[src/slip_irq_pkg.sv]
package slip_irq_pkg;

  // ----------------------------------------------------------------
  // Register map
  // ----------------------------------------------------------------
  localparam int unsigned ADDR_W       = 8;
  localparam int unsigned DATA_W       = 8;
  localparam logic [7:0]  STATUS_ADDR  = 8'h08;
  localparam logic [7:0]  ENABLE_ADDR  = 8'h09;
  localparam logic [7:0]  CLEAR_ADDR   = 8'h0C;

  // ----------------------------------------------------------------
  // Field positions, shared by status, enable and clear
  // ----------------------------------------------------------------
  localparam int unsigned RX_SLIP_BIT  = 0;
  localparam int unsigned RX_EMPTY_BIT = 1;
  localparam int unsigned RX_FULL_BIT  = 2;
  localparam int unsigned TX_SLIP_BIT  = 5;
  localparam int unsigned TX_EMPTY_BIT = 6;

  // ----------------------------------------------------------------
  // Reset values and masks
  // ----------------------------------------------------------------
  localparam logic [7:0]  IRQ_MASK     = 8'h67;
  localparam logic [7:0]  ENABLE_RESET = 8'h00;
  localparam logic [7:0]  STATUS_RESET = 8'h00;
  localparam logic [7:0]  ALL_ONES     = 8'hFF;

endpackage

[src/slip_buffer_irq_enable.sv]
// Our own choices: strobed register access and the register addresses.
`timescale 1ns/1ps
`default_nettype none

module slip_buffer_irq_enable #(
  parameter int unsigned ADDR_W = slip_irq_pkg::ADDR_W
) (
  input  wire logic                           mclk_i,
  input  wire logic                           rst_n_i,
  input  wire logic [ADDR_W-1:0]              addr_i,
  input  wire logic [slip_irq_pkg::DATA_W-1:0] wr_data_i,
  input  wire logic                           wr_i,
  input  wire logic                           rd_i,
  output var  logic [slip_irq_pkg::DATA_W-1:0] rd_data_o,
  input  wire logic                           tx_empty_i,
  input  wire logic                           tx_full_i,
  input  wire logic                           tx_rd_i,
  input  wire logic                           tx_wr_i,
  input  wire logic                           rx_empty_i,
  input  wire logic                           rx_full_i,
  input  wire logic                           rx_rd_i,
  input  wire logic                           rx_wr_i,
  output var  logic                           tx_repeat_o,
  output var  logic                           tx_delete_o,
  output var  logic                           rx_repeat_o,
  output var  logic                           rx_delete_o,
  output var  logic                           irq_o
);

  import slip_irq_pkg::*;

  // ----------------------------------------------------------------
  // Elaboration checks
  // ----------------------------------------------------------------
  // Register offsets are eight-bit constants; the address must hold all eight bits
  if (ADDR_W < 8) begin : g_bad_addr
    $error("ADDR_W must be at least 8");
  end

  // ----------------------------------------------------------------
  // Types and state
  // ----------------------------------------------------------------
  typedef struct packed {
    logic [DATA_W-1:0] enable;
    logic [DATA_W-1:0] status;
    logic [DATA_W-1:0] rd_data;
    logic              irq;
  } ctrl_state_t;

  ctrl_state_t       state_ff;
  ctrl_state_t       nxt_state;
  logic [DATA_W-1:0] set_vec;
  logic [DATA_W-1:0] clr_vec;
  logic [DATA_W-1:0] gate_vec;
  logic              tx_rep;
  logic              tx_del;
  logic              rx_rep;
  logic              rx_del;

  // ----------------------------------------------------------------
  // Helpers
  // ----------------------------------------------------------------
  // Upper address bits must be zero so aliases do not hit registers
  function automatic logic addr_hit(input logic [ADDR_W-1:0] a,
                                    input logic [7:0]        reg_addr);
    addr_hit = (a == ADDR_W'(reg_addr));
  endfunction

  // ----------------------------------------------------------------
  // Frame slip detection per buffer
  // ----------------------------------------------------------------
  slip_event_gen u_tx_gen (
    .mclk_i   (mclk_i),
    .rst_n_i  (rst_n_i),
    .empty_i  (tx_empty_i),
    .full_i   (tx_full_i),
    .rd_i     (tx_rd_i),
    .wr_i     (tx_wr_i),
    .repeat_o (tx_rep),
    .delete_o (tx_del)
  );

  slip_event_gen u_rx_gen (
    .mclk_i   (mclk_i),
    .rst_n_i  (rst_n_i),
    .empty_i  (rx_empty_i),
    .full_i   (rx_full_i),
    .rd_i     (rx_rd_i),
    .wr_i     (rx_wr_i),
    .repeat_o (rx_rep),
    .delete_o (rx_del)
  );

  // ----------------------------------------------------------------
  // Event vector
  // ----------------------------------------------------------------
  always_comb begin
    set_vec               = '0;
    set_vec[TX_EMPTY_BIT] = tx_rep;
    set_vec[TX_SLIP_BIT]  = tx_rep | tx_del;
    set_vec[RX_FULL_BIT]  = rx_del;
    set_vec[RX_EMPTY_BIT] = rx_rep;
    set_vec[RX_SLIP_BIT]  = rx_rep | rx_del;
  end

  // ----------------------------------------------------------------
  // Register port and interrupt
  // ----------------------------------------------------------------
  always_comb begin
    nxt_state         = state_ff;
    nxt_state.rd_data = '0;
    clr_vec           = '0;
    if (wr_i && addr_hit(addr_i, ENABLE_ADDR)) begin
      nxt_state.enable = wr_data_i & IRQ_MASK;
    end
    if (wr_i && addr_hit(addr_i, CLEAR_ADDR)) begin
      clr_vec = wr_data_i;
    end
    if (rd_i) begin
      if (addr_hit(addr_i, STATUS_ADDR)) begin
        // Read returns the flags before the clear takes effect
        nxt_state.rd_data = state_ff.status;
        clr_vec           = ALL_ONES;
      end else if (addr_hit(addr_i, ENABLE_ADDR)) begin
        nxt_state.rd_data = state_ff.enable;
      end else begin
        nxt_state.rd_data = '0;
      end
    end
    // Set beats clear so a slip in the read cycle is kept
    nxt_state.status = ((state_ff.status & ~clr_vec) | set_vec)
                       & IRQ_MASK;
    // Uses the next values so irq_o and status move together
    gate_vec               = '0;
    gate_vec[TX_EMPTY_BIT] = nxt_state.status[TX_EMPTY_BIT]
                             & nxt_state.enable[TX_EMPTY_BIT];
    gate_vec[TX_SLIP_BIT]  = nxt_state.status[TX_SLIP_BIT]
                             & nxt_state.enable[TX_SLIP_BIT];
    gate_vec[RX_FULL_BIT]  = nxt_state.status[RX_FULL_BIT]
                             & nxt_state.enable[RX_FULL_BIT];
    gate_vec[RX_EMPTY_BIT] = nxt_state.status[RX_EMPTY_BIT]
                             & nxt_state.enable[RX_EMPTY_BIT];
    gate_vec[RX_SLIP_BIT]  = nxt_state.status[RX_SLIP_BIT]
                             & nxt_state.enable[RX_SLIP_BIT];
    nxt_state.irq          = |gate_vec;
  end

  always_ff @(posedge mclk_i) begin
    if (!rst_n_i) begin
      state_ff.enable  <= ENABLE_RESET;
      state_ff.status  <= STATUS_RESET;
      state_ff.rd_data <= '0;
      state_ff.irq     <= 1'b0;
    end else begin
      state_ff <= nxt_state;
    end
  end

  // ----------------------------------------------------------------
  // Outputs
  // ----------------------------------------------------------------
  assign rd_data_o   = state_ff.rd_data;
  assign irq_o       = state_ff.irq;
  assign tx_repeat_o = tx_rep;
  assign tx_delete_o = tx_del;
  assign rx_repeat_o = rx_rep;
  assign rx_delete_o = rx_del;

  // ----------------------------------------------------------------
  // Assertions
  // ----------------------------------------------------------------
  AST_TX_EMPTY_GATE: assert property (@(posedge mclk_i)
    disable iff (!rst_n_i)
    (state_ff.status[TX_EMPTY_BIT] && state_ff.enable[TX_EMPTY_BIT])
    |-> irq_o)
    else $error("enabled tx empty flag did not raise irq");

  AST_TX_REPLAY: assert property (@(posedge mclk_i)
    disable iff (!rst_n_i)
    (tx_empty_i && tx_rd_i) |=> tx_repeat_o ##1
    state_ff.status[TX_EMPTY_BIT])
    else $error("tx underflow did not replay and flag");

  AST_TX_SLIP: assert property (@(posedge mclk_i)
    disable iff (!rst_n_i)
    (tx_repeat_o || tx_delete_o) |=> state_ff.status[TX_SLIP_BIT])
    else $error("tx slip flag missed");

  AST_TX_DISCARD: assert property (@(posedge mclk_i)
    disable iff (!rst_n_i)
    (tx_full_i && tx_wr_i) |-> ##2 state_ff.status[TX_SLIP_BIT])
    else $error("tx overflow did not set slip flag");

  AST_RX_FULL: assert property (@(posedge mclk_i)
    disable iff (!rst_n_i)
    (rx_full_i && rx_wr_i) |=> rx_delete_o ##1
    (state_ff.status[RX_FULL_BIT] && state_ff.status[RX_SLIP_BIT]))
    else $error("rx overflow did not delete and flag");

  AST_RX_EMPTY: assert property (@(posedge mclk_i)
    disable iff (!rst_n_i)
    (rx_empty_i && rx_rd_i) |-> ##2
    (state_ff.status[RX_EMPTY_BIT] && state_ff.status[RX_SLIP_BIT]))
    else $error("rx underflow did not set flags");

  AST_RX_SLIP_ONLY: assert property (@(posedge mclk_i)
    disable iff (!rst_n_i)
    $rose(state_ff.status[RX_SLIP_BIT]) |-> $past(rx_rep || rx_del))
    else $error("rx slip flag set without an rx slip");

  AST_RD_CLEAR: assert property (@(posedge mclk_i)
    disable iff (!rst_n_i)
    (rd_i && addr_i == ADDR_W'(STATUS_ADDR)) |=>
    (rd_data_o == $past(state_ff.status)) &&
    (state_ff.status == $past(set_vec & IRQ_MASK)))
    else $error("status read did not return and clear flags");

  AST_IRQ_NONE: assert property (@(posedge mclk_i)
    disable iff (!rst_n_i)
    (state_ff.enable == '0) |-> !irq_o)
    else $error("irq raised with all enables clear");

  AST_RX_GATE: assert property (@(posedge mclk_i)
    disable iff (!rst_n_i)
    (state_ff.status == 8'h01 && !state_ff.enable[RX_SLIP_BIT])
    |-> !irq_o)
    else $error("disabled rx slip raised irq");

  AST_RD_PULSE: assert property (@(posedge mclk_i)
    disable iff (!rst_n_i)
    !$past(rd_i) |-> (rd_data_o == '0))
    else $error("read data outside read answer cycle");

  AST_TX_SLIP_GATE: assert property (@(posedge mclk_i)
    disable iff (!rst_n_i)
    (state_ff.status[TX_SLIP_BIT] && state_ff.enable[TX_SLIP_BIT])
    |-> irq_o)
    else $error("enabled tx slip flag did not raise irq");

  AST_RX_FULL_GATE: assert property (@(posedge mclk_i)
    disable iff (!rst_n_i)
    (state_ff.status[RX_FULL_BIT] && state_ff.enable[RX_FULL_BIT])
    |-> irq_o)
    else $error("enabled rx full flag did not raise irq");

  AST_RX_EMPTY_GATE: assert property (@(posedge mclk_i)
    disable iff (!rst_n_i)
    (state_ff.status[RX_EMPTY_BIT] && state_ff.enable[RX_EMPTY_BIT])
    |-> irq_o)
    else $error("enabled rx empty flag did not raise irq");

  AST_RX_SLIP_GATE: assert property (@(posedge mclk_i)
    disable iff (!rst_n_i)
    (state_ff.status[RX_SLIP_BIT] && state_ff.enable[RX_SLIP_BIT])
    |-> irq_o)
    else $error("enabled rx slip flag did not raise irq");

  AST_IRQ_ONLY: assert property (@(posedge mclk_i)
    disable iff (!rst_n_i)
    irq_o |-> ((state_ff.status & state_ff.enable) != '0))
    else $error("irq raised without an enabled flag");

  AST_RESET_VALUES: assert property (@(posedge mclk_i)
    !rst_n_i |=> (state_ff.enable == ENABLE_RESET &&
    state_ff.status == STATUS_RESET && !irq_o && rd_data_o == '0))
    else $error("reset did not clear enables, flags and outputs");

  // Only a status read or a clear write may drop a flag
  AST_STICKY: assert property (@(posedge mclk_i)
    disable iff (!rst_n_i)
    (!(rd_i && addr_hit(addr_i, STATUS_ADDR)) &&
     !(wr_i && addr_hit(addr_i, CLEAR_ADDR))) |=>
    ((state_ff.status & $past(state_ff.status)) == $past(state_ff.status)))
    else $error("status flag dropped without a read or clear");

  AST_TX_EMPTY_SRC: assert property (@(posedge mclk_i)
    disable iff (!rst_n_i)
    $rose(state_ff.status[TX_EMPTY_BIT]) |-> $past(tx_rep))
    else $error("tx empty flag set without a replay");

  AST_TX_SLIP_SRC: assert property (@(posedge mclk_i)
    disable iff (!rst_n_i)
    $rose(state_ff.status[TX_SLIP_BIT]) |-> $past(tx_rep || tx_del))
    else $error("tx slip flag set without a tx slip");

  AST_RX_FULL_SRC: assert property (@(posedge mclk_i)
    disable iff (!rst_n_i)
    $rose(state_ff.status[RX_FULL_BIT]) |-> $past(rx_del))
    else $error("rx full flag set without a delete");

  AST_RX_EMPTY_SRC: assert property (@(posedge mclk_i)
    disable iff (!rst_n_i)
    $rose(state_ff.status[RX_EMPTY_BIT]) |-> $past(rx_rep))
    else $error("rx empty flag set without a repeat");

  AST_UNMAPPED_READ: assert property (@(posedge mclk_i)
    disable iff (!rst_n_i)
    (rd_i && !addr_hit(addr_i, STATUS_ADDR) &&
     !addr_hit(addr_i, ENABLE_ADDR)) |=> (rd_data_o == '0))
    else $error("unmapped read returned data");

  AST_ENABLE_WRITE: assert property (@(posedge mclk_i)
    disable iff (!rst_n_i)
    (wr_i && addr_hit(addr_i, ENABLE_ADDR)) |=>
    (state_ff.enable == $past(wr_data_i & IRQ_MASK)))
    else $error("enable write not stored");

  AST_RSVD_ZERO: assert property (@(posedge mclk_i)
    disable iff (!rst_n_i)
    ((state_ff.status | state_ff.enable) & ~IRQ_MASK) == '0)
    else $error("reserved flag or enable bit set");

  // ----------------------------------------------------------------
  // Cover points
  // ----------------------------------------------------------------
  COV_TX_REPLAY: cover property (@(posedge mclk_i)
    disable iff (!rst_n_i)
    tx_repeat_o ##1 irq_o);

  COV_RX_DELETE: cover property (@(posedge mclk_i)
    disable iff (!rst_n_i)
    rx_delete_o ##1 state_ff.status[RX_FULL_BIT]);

  COV_SET_AND_CLEAR: cover property (@(posedge mclk_i)
    disable iff (!rst_n_i)
    (rd_i && addr_i == ADDR_W'(STATUS_ADDR) && set_vec != '0));

  COV_RX_SLIP_MASKED: cover property (@(posedge mclk_i)
    disable iff (!rst_n_i)
    state_ff.status == 8'h01 && !state_ff.enable[RX_SLIP_BIT]);

  COV_READ_DROPS_IRQ: cover property (@(posedge mclk_i)
    disable iff (!rst_n_i)
    (irq_o && rd_i && addr_i == ADDR_W'(STATUS_ADDR)) ##1 !irq_o);

endmodule

`default_nettype wire

[src/slip_event_gen.sv]
`timescale 1ns/1ps
`default_nettype none

module slip_event_gen (
  input  wire logic mclk_i,
  input  wire logic rst_n_i,
  input  wire logic empty_i,
  input  wire logic full_i,
  input  wire logic rd_i,
  input  wire logic wr_i,
  output var  logic repeat_o,
  output var  logic delete_o
);

  // ----------------------------------------------------------------
  // State
  // ----------------------------------------------------------------
  typedef struct packed {
    logic repeat_ev;
    logic delete_ev;
  } gen_state_t;

  gen_state_t state_ff;
  gen_state_t nxt_state;

  // ----------------------------------------------------------------
  // Underflow repeats a frame, overflow drops one
  // ----------------------------------------------------------------
  always_comb begin
    nxt_state           = state_ff;
    nxt_state.repeat_ev = empty_i & rd_i;
    nxt_state.delete_ev = full_i & wr_i;
  end

  always_ff @(posedge mclk_i) begin
    if (!rst_n_i) begin
      state_ff <= '0;
    end else begin
      state_ff <= nxt_state;
    end
  end

  assign repeat_o = state_ff.repeat_ev;
  assign delete_o = state_ff.delete_ev;

  AST_GEN_REPEAT: assert property (@(posedge mclk_i)
    disable iff (!rst_n_i)
    (empty_i && rd_i) |=> repeat_o)
    else $error("underflow did not raise a repeat");

  AST_GEN_DELETE: assert property (@(posedge mclk_i)
    disable iff (!rst_n_i)
    (full_i && wr_i) |=> delete_o)
    else $error("overflow did not raise a delete");

endmodule

`default_nettype wire

[config.mk]
export PLATFORM = sky130hd
export DESIGN_NAME = slip_buffer_irq_enable
export DESIGN_NICKNAME = d
export VERILOG_FILES = /design/src/slip_irq_pkg.sv /design/src/slip_buffer_irq_enable.sv /design/src/slip_event_gen.sv
export SDC_FILE = /design/constraint.sdc
export NUM_CORES = 1
export LEC_CHECK = 0
export ABC_AREA = 1
export BUFFER_PORTS_ARGS = -buffer_cell sky130_fd_sc_hd__clkbuf_2
export CORE_MARGIN = 5
export CORE_UTILIZATION = 49
export DETAILED_ROUTE_END_ITERATION = 12
export PLACE_DENSITY = 0.78
export SLEW_MARGIN = 15
export SYNTH_ARGS = -nofsm -noshare
export SYNTH_HDL_FRONTEND = slang
export SYNTH_SLANG_ARGS = --single-unit
[constraint.sdc]
create_clock -name mclk_i -period 2.5 [get_ports mclk_i]
set_clock_uncertainty 0.2 [all_clocks]
set_input_delay 0.125 -clock mclk_i [delete_from_list [all_inputs] [get_ports mclk_i]]
set_output_delay 0.125 -clock mclk_i [all_outputs]
set_load 0.01 [all_outputs]
Word-level counts from Yosys, hierarchy flattened
Cells that the tools add are included.
{ "totals": {"ff_bits": 23, "latchBits": 0, "ram_bits": 0, "mem_bits_ro": 0, "inputBits": 28, "out_inout_bits": 13, "elab_cells": 35, "mem_count": 0} }
{ "classes": {"add_sub_neg": 0, "multipliers": 0, "n_div": 0, "n_lt_le_gt_ge": 0, "eq_ne": 3, "n_shift": 0, "muxes": 6, "bitwise": 14, "reduce_logical": 4} }
{ "ops": {"columns": ["op", "count"], "rows": [
  ["$mux 7", 6],
  ["$eq 8x4->1 const B", 3],
  ["$and 1x1->1", 9],
  ["$and 7x7->7", 1],
  ["$not 7->7", 1],
  ["$or 7x7->7", 1],
  ["$reduce_or 5->1", 1],
  ["$logic_and 1x1->1", 2],
  ["$or 1x1->1", 2],
  ["$reduce_and 2->1", 1]
]} }

Depth between registers and ports, before layout
Gate-level depths: netlist of the first run.
{ "depth": {"ltp_word": 10, "depth_mapped": 10, "ltp_nobuf": 10} }

Hierarchy
A second synthesis of the first run with hierarchy kept.
{ "unflattened": {"hier_cells": 136, "area_unflattened_um2": 967.2} }
{ "modules_own_cells": {"columns": ["mod", "n_inst", "cells_per_inst", "area_each_um2", "seq_area_each_um2"], "rows": [
  ["slip_buffer_irq_enable", 1, 122, 849.6, 320.3],
  ["slip_event_gen", 2, 7, 58.8, 40.0]
]} }

Worst setup path before layout of the first run
OpenSTA, ideal clock, no wires.
{ "synth_path": {"path_type": "input to register", "start": "input port addr_i[7]", "end": "register state_ff (netlist bit irq_o)", "setup_time_ps": 128, "arrival_ps": 945, "required_time_ps": 2172, "setup_slack_ps": 1227, "path_stages": 10, "n_path_buf": 0, "path_cell_list": "nor2_2 -> nand2_4 -> nor2_4 -> nand2_4 -> nand2_1 -> nand2_1 -> nand2_1 -> nand2_2 -> nor2_1 -> nor2_1"} }
{ "synth_via": {"elab_chain_cells": 10, "elab_cells_between_ends": 18, "classes_between": "eq/ne: 3; mux: 4; bitwise: 8; reduce/logical: 3"} }
{ "synth_rtl": {"columns": ["item", "line_no", "source"], "rows": [
  ["from (decl)", "slip_buffer_irq_enable.sv:10", "input wire logic [ADDR_W-1:0] addr_i,"],
  ["$eq 8x4->1", "slip_buffer_irq_enable.sv:66", "addr_hit = (a == ADDR_W'(reg_addr));"],
  ["$logic_and 1x1->1", "slip_buffer_irq_enable.sv:116", "if (wr_i && addr_hit(addr_i, CLEAR_ADDR)) begin"],
  ["$mux 7", "slip_buffer_irq_enable.sv:116", null],
  ["$mux 7", "slip_buffer_irq_enable.sv:120", "if (addr_hit(addr_i, STATUS_ADDR)) begin"],
  ["$mux 7", "slip_buffer_irq_enable.sv:119", "if (rd_i) begin"],
  ["$not 7->7", "slip_buffer_irq_enable.sv:131", "nxt_state.status = ((state_ff.status & ~clr_vec) | set_vec)"],
  ["$and 7x7->7", "slip_buffer_irq_enable.sv:131", null],
  ["$or 7x7->7", "slip_buffer_irq_enable.sv:131", null],
  ["$and 1x1->1, on equally long branches", null, null],
  ["$reduce_or 5->1 (*)", "slip_buffer_irq_enable.sv:145", "nxt_state.irq = |gate_vec;"],
  ["to (signal assigned)", "slip_buffer_irq_enable.sv:155", "state_ff <= nxt_state;"],
  ["to (decl)", "slip_buffer_irq_enable.sv:50", "ctrl_state_t state_ff;"]
]} }
Mark *: on every way between the ends. The rest lies on a longest branch, timed or not.
A chain may end at the register's enable or synchronous reset.

Worst setup path after layout of the first run
{ "layout_path": {"start": "input port rst_n_i", "end": "register state_ff[17] (netlist bit)"} }
{ "layout_rtl": {"columns": ["item", "line_no", "source"], "rows": [
  ["from (decl)", "slip_buffer_irq_enable.sv:9", "input wire logic rst_n_i,"]
]} }
No word-level cell between the ends.

==> flow_summary.ini, run 1 <==
[run_status]
status = finished clean

[final_layout]
multiInputGateArea_sq_um = 460.4
area_growth_pct = 35.65
layout_commonest_cell = nand2_1
register_area_sq_um = 400.4
final_cell_count_no_fill = 204
drive_above_1_share_pct = 28.25
layout_common_cells = nand2_1, clkbuf_2, dfxtp_1
fillers = 157
final_core_util_pct = 68.09
nets = 207
n_antenna_cell = 0

[yosys]
ys_warn_count = 0
synth_top_area_share_pct = 41.94
synth_area_leaders = dfxtp_1, nand2_1, a21oi_1
synth_cells = 130
yosys_register_bits = 20
synth_area_sq_um = 954.7
yosys.area.top_type = dfxtp_1
synth.distinct_cells = 17
avgSynthCellArea_sq_um = 7.344
synth-seq-area-share_pct = 41.94

[clock_tree]
htree_levels = 1
cts.path.max_buffers = 2
post_cts_buffers = 0
cts_tree = done
postCtsHoldBufs = 17
insertion_delay_ns = 0.29
clk_pin_slew_ns = 0.10
cts_resized = 0
cts_made_buffers = 3
cts_sinks = 20
cts_root_buf = clkbuf_4

[floorplanning]
die_area_sq_um = 2931
row_count = 16
die_width_um = 54.14
die_y_um = 54.14
initial_core_util_pct = 50.20
design.portCount = 41
core-area_sq_um = 1902

[setup_path]
cpPeakStageDelay_ns = 0.58
endpoint_kind = register
critPathRequiredTime_ns = 2.49
crit_path_cell_trace = dlygate4sd3_1 -> clkbuf_2 -> inv_1 -> a21oi_1 -> dlygate4sd3_1
crit_slowest_cell = dlygate4sd3_1
crit_top_cell = dlygate4sd3_1
critPathKind = input pin to register
startpoint_type = input pin
cp_max_fo = 15
arrival_ns = 1.79

[global_route]
grt_pass1_vias = 926
grt_overflow = 0
grt_max_degree = 16
track_usage_pct = 17.40
grt_antenna_before_repair = 0
grt_pass1_wl_um = 3650

[detailed_routing]
vias_per_cell = 4.676
route.met3.wl_um = 158
drc = 0
dr_wl_met2_um = 1175
routedWlPerCell_um = 11.01
drtIter0Drc = 18
top_layer = met4
vias = 954
dr.pass1.iters = 4
drt_wl_total_um = 2247
final_antenna_net_count = 0
wl_met1_um = 895

[sta]
fin_crit_ns = 1.796
fin_tns_setup_ns = 0
fin_crit_sh_pct = 71.84
drv_slew = 0
rsz0062_at_grt = no
final_hold_viol_count = 0
fmax_mhz = 556.8
layout_setup_ws_ns = 0.7041
setup_viol = 0

[job]
drv_cap = 0

[placement]
portBuffers = 34
dp_slack_ns = 0.9776
dp_hpwl_um = 1600
place.gp.congestion = 0.7917
dp.cells = 184

[power_and_ir_drop]
ir_worst_vdd_mv = 0.4834
leakagePower_nw = 0.6353
power.density_nw_per_um2 = 431.2

[min_path]
min_path_type = input pin to register
[layer usage]
| metal | global-route usage, % | up-vias |
|---|---|---|
| met5 | 0 | - |
| met2 | 31.47 | 31 |
| met4 | 5.394 | 0 |
| met3 | 7.202 | 4 |
| li1 | - | 494 |
| met1 | 17.98 | 425 |
[flip-flops by register name, summed over array words and instances, names as in the netlist]
name	cells
irq_o	1
rd_data_o	5
state_ff	10
u_rx_gen.delete_o	1
u_rx_gen.repeat_o	1
u_tx_gen.delete_o	1
u_tx_gen.repeat_o	1
[worst paths after layout]
path                      from      endpoint  slack (ns)  cells past startpoint
setup / recovery       rst_n_i  state_ff[17]        0.70                      5
hold reg to reg   state_ff[10]  rd_data_o[1]        0.27                      2
hold / removal            wr_i  state_ff[18]      0.0005                      4
setup reg to reg  state_ff[17]  state_ff[17]        1.10                      3
[synth_stat cells]
| library cell | n |
|---|---|
| nor2_2 | 4 |
| nand2_2 | 1 |
| dfxtp_1 | 20 |
| nand2_1 | 44 |
| nor2_1 | 8 |
| nand2_4 | 2 |
| nand3_1 | 11 |
| clkbuf_1 | 1 |
| conb_1 | 1 |
| a21oi_1 | 15 |
| nand3_2 | 1 |
| inv_2 | 1 |
| nand4_4 | 1 |
| nor3_4 | 1 |
| nor2_4 | 2 |
| inv_1 | 9 |
| buf_4 | 8 |
[worst max-delay path, delay by kind of cell]
kind                   cells  cell delay [ns]
buffers and inverters      4             1.57
AO/OA/AOI/OAI              1             0.09
[cell families (layout without fill, tap and decap cells)]
logic type / Yosys count / in the layout / synth area share (%)
AOI/OAI and AO/OA: 15 / 15 / 7.863
buffers and inverters: 19 / 64 / 10.62
DFF: 20 / 20 / 41.94
other: 1 / 3 / 0.3928
and+or+nand+nor: 75 / 75 / 39.19
[where the power goes]
group | total, mW | switching, mW | internal, mW
clock network | 0.146 | 0.0895 | 0.0561
logic | 0.0818 | 0.0409 | 0.0409
registers | 0.331 | 0.00470 | 0.326
total | 0.558 | 0.135 | 0.423
[cell type report]
type	instances	share of cell area, %
timing repair buffer	51	26.28
inverter	10	2.899
multi-input combinational	93	35.56
sequential	20	30.92
tap	27	2.609
clock buffer	3	1.739
[metrics by stage]
stage | power, mW | hold WS (ns) | area, sq um
2_1_floorplan | 0.3732 | 0.03879 | 962.2
3_3_place_gp | 0.3985 | 0.1241 | 1102
3_5_place_dp | 0.4008 | 0.1293 | 1102
4_1_cts | 0.5591 | 0.004508 | 1295
5_1_grt | 0.5835 | 0.02924 | 1295
6_report | 0.5584 | 0.0005230 | 1295
(Power assumes the default switching activity.)
==> run 2, diff against run 1 <==
ABC_AREA = 0   (was 1)
CORE_UTILIZATION = 44   (was 49)
PLACE_DENSITY = 0.73   (was 0.78)
clock period = 1.9 ns   (was 2.5 ns; I/O delays follow)
==> flow_summary.ini, run 2 <==
[run_status]
status = finished clean

[detailed_routing]
vias_per_cell = 5.077
drt_wl_total_um = 2022
drc = 0
final_antenna_net_count = 0
drtIter0Drc = 19
routedWlPerCell_um = 12.96
vias = 792
dr.pass1.iters = 6

[clock_tree]
post_cts_buffers = 0
clk_pin_slew_ns = 0.10
cts_sinks = 20
cts_resized = 0
cts.path.max_buffers = 2
cts_root_buf = clkbuf_4
htree_levels = 1
insertion_delay_ns = 0.29
postCtsHoldBufs = 15
cts_made_buffers = 3
cts_tree = done

[placement]
dp_hpwl_um = 1510
place.gp.congestion = 0.7388
portBuffers = 34
dp_slack_ns = -0.03996

[sta]
rsz0062_at_grt = no
fin_crit_sh_pct = 91.12
layout_setup_ws_ns = 0.1686
setup_viol = 0
fin_crit_ns = 1.731
fin_tns_setup_ns = 0
fmax_mhz = 577.6
final_hold_viol_count = 0
drv_slew = 0

[final_layout]
layout_commonest_cell = clkbuf_2
register_area_sq_um = 400.4
fillers = 165
n_antenna_cell = 0
nets = 159
largest_reg_flops = 10
final_core_util_pct = 62.63
multiInputGateArea_sq_um = 399.1
top_register = state_ff
layout_common_cells = clkbuf_2, dfxtp_1, dlygate4sd3_1
drive_above_1_share_pct = 34.88
area_growth_pct = 39.18

[yosys]
ys_async_sr_fraction_pct = 0
synth_top_area_share_pct = 46.78
ys.flop_type = dfxtp_1
synth_area_sq_um = 855.8
ys_warn_count = 0
synth_edf_count = 0
avgSynthCellArea_sq_um = 10.44
synth_area_leaders = dfxtp_1, buf_4, nor2b_1
synth-seq-area-share_pct = 46.78
synth.distinct_cells = 22
yosys.area.top_type = dfxtp_1
yosys_register_bits = 20
yosysMostFrequentCell = dfxtp_1
synth_cells = 82
synth_common_cells = dfxtp_1, nor2b_1, buf_4, nor2_1

[setup_path]
cp_top_family = compound AO/OA/AOI/OAI gates
r2r_end = irq_o
cpPeakStageDelay_ns = 0.53
r2r_cells = 3
timing.rr.start = u_rx_gen.delete_o
crit_slowest_cell = dlygate4sd3_1
critPathKind = input pin to register
endpoint_kind = register
crit_path_cell_trace = dlygate4sd3_1 -> clkbuf_2 -> nand4b_2 -> a311oi_2 -> o22ai_1 -> o31a_1
path_buf_inv = 2
startpoint_type = input pin
cp-startpoint = rd_i
critPathRequiredTime_ns = 1.89
reg2reg_slack_ns = 0.54
cp_max_fo = 5
arrival_ns = 1.72

[floorplanning]
initial_core_util_pct = 45.00
core-area_sq_um = 1902
die_width_um = 54.10
die_area_sq_um = 2927
row_count = 16
die_y_um = 54.10
design.portCount = 41

[global_route]
grt_pass1_vias = 720
grt_overflow = 0
grt_max_degree = 17
track_usage_pct = 14.74
grt_pass1_wl_um = 3146
grt_antenna_before_repair = 0

[min_path]
hp-start = wr_i
min_path_cells = 4
min_path_type = input pin to register
min_to = state_ff[11]

[power_and_ir_drop]
p_total_mw = 0.7260
leakagePower_nw = 0.5813
power.density_nw_per_um2 = 609.5
ir_worst_vdd_mv = 0.5223

[job]
drv_cap = 0
## run 2: cell count changes after synthesis, sizes merged, moves of 2 or more
| cell | delta |
|---|---|
| a22oi | +5 |
| nand4 | +5 |
| nor2b | +9 |
| inv | -10 |
| o22ai | +2 |
| a21oi | -15 |
| nand3 | -12 |
| mux2i | +5 |
| a311oi | +2 |
| and3 | +5 |
| nand2 | -45 |
| a31oi | +3 |
| nor2 | -7 |
## run 2: cell families (layout without fill, tap and decap cells)
group	count (synthesis)	in the layout	synth area share, %
AO/OA/AOI/OAI	13	13	12.57
other	1	3	0.4382
AND/OR/NAND/NOR	34	34	26.90
flip-flops	20	20	46.78
multiplexers	5	5	5.848
buffers and inverters	9	54	7.456
## run 2: how the worst max path moves through the flow
| stage | to | cells past startpoint |
|---|---|---|
| after floorplan | irq_o | 5 |
| after global placement | irq_o | 7 |
| final | irq_o | 6 |
| after CTS | irq_o | 6 |
| after detailed placement | irq_o | 7 |
| after global routing | irq_o | 6 |
## run 2: metal layers
layer | wire [um] | track usage, % | vias to the layer above
met4 | 16 | 6.224 | 0
li1 | - | - | 387
met5 | 0 | 0 | -
met3 | 181 | 2.770 | 4
met2 | 953 | 23.99 | 39
met1 | 870 | 18.93 | 362
## run 2: worst register-to-register path, stage by stage, from the launching register on
cell and delay (ns):
dfxtp_1 0.35, a311oi_2 0.29, o22ai_1 0.12, o31a_1 0.29
## run 2: area by class of cell
type | instances | area share, %
clock buffer | 3 | 1.891
multi-input combinational | 55 | 33.51
sequential | 20 | 33.61
tap | 27 | 2.836
timing repair buffer | 51 | 28.15
## run 2: metrics by stage
stage	hold slack (ns)	cell area, sq um	std cells
global route	0.07698	1191	156
floorplan	0.02318	863.3	84
finish	0.05319	1191	156
global placement	0.1268	1018	138
CTS	0.04983	1191	156
detailed placement	0.1338	1018	138
## run 2: power breakdown
group	total, mW	leakage [nW]	internal (mW)	switching, mW
logic	0.0962	0.405	0.0560	0.0402
registers	0.438	0.163	0.429	0.00836
clock network	0.192	0.0138	0.0737	0.118
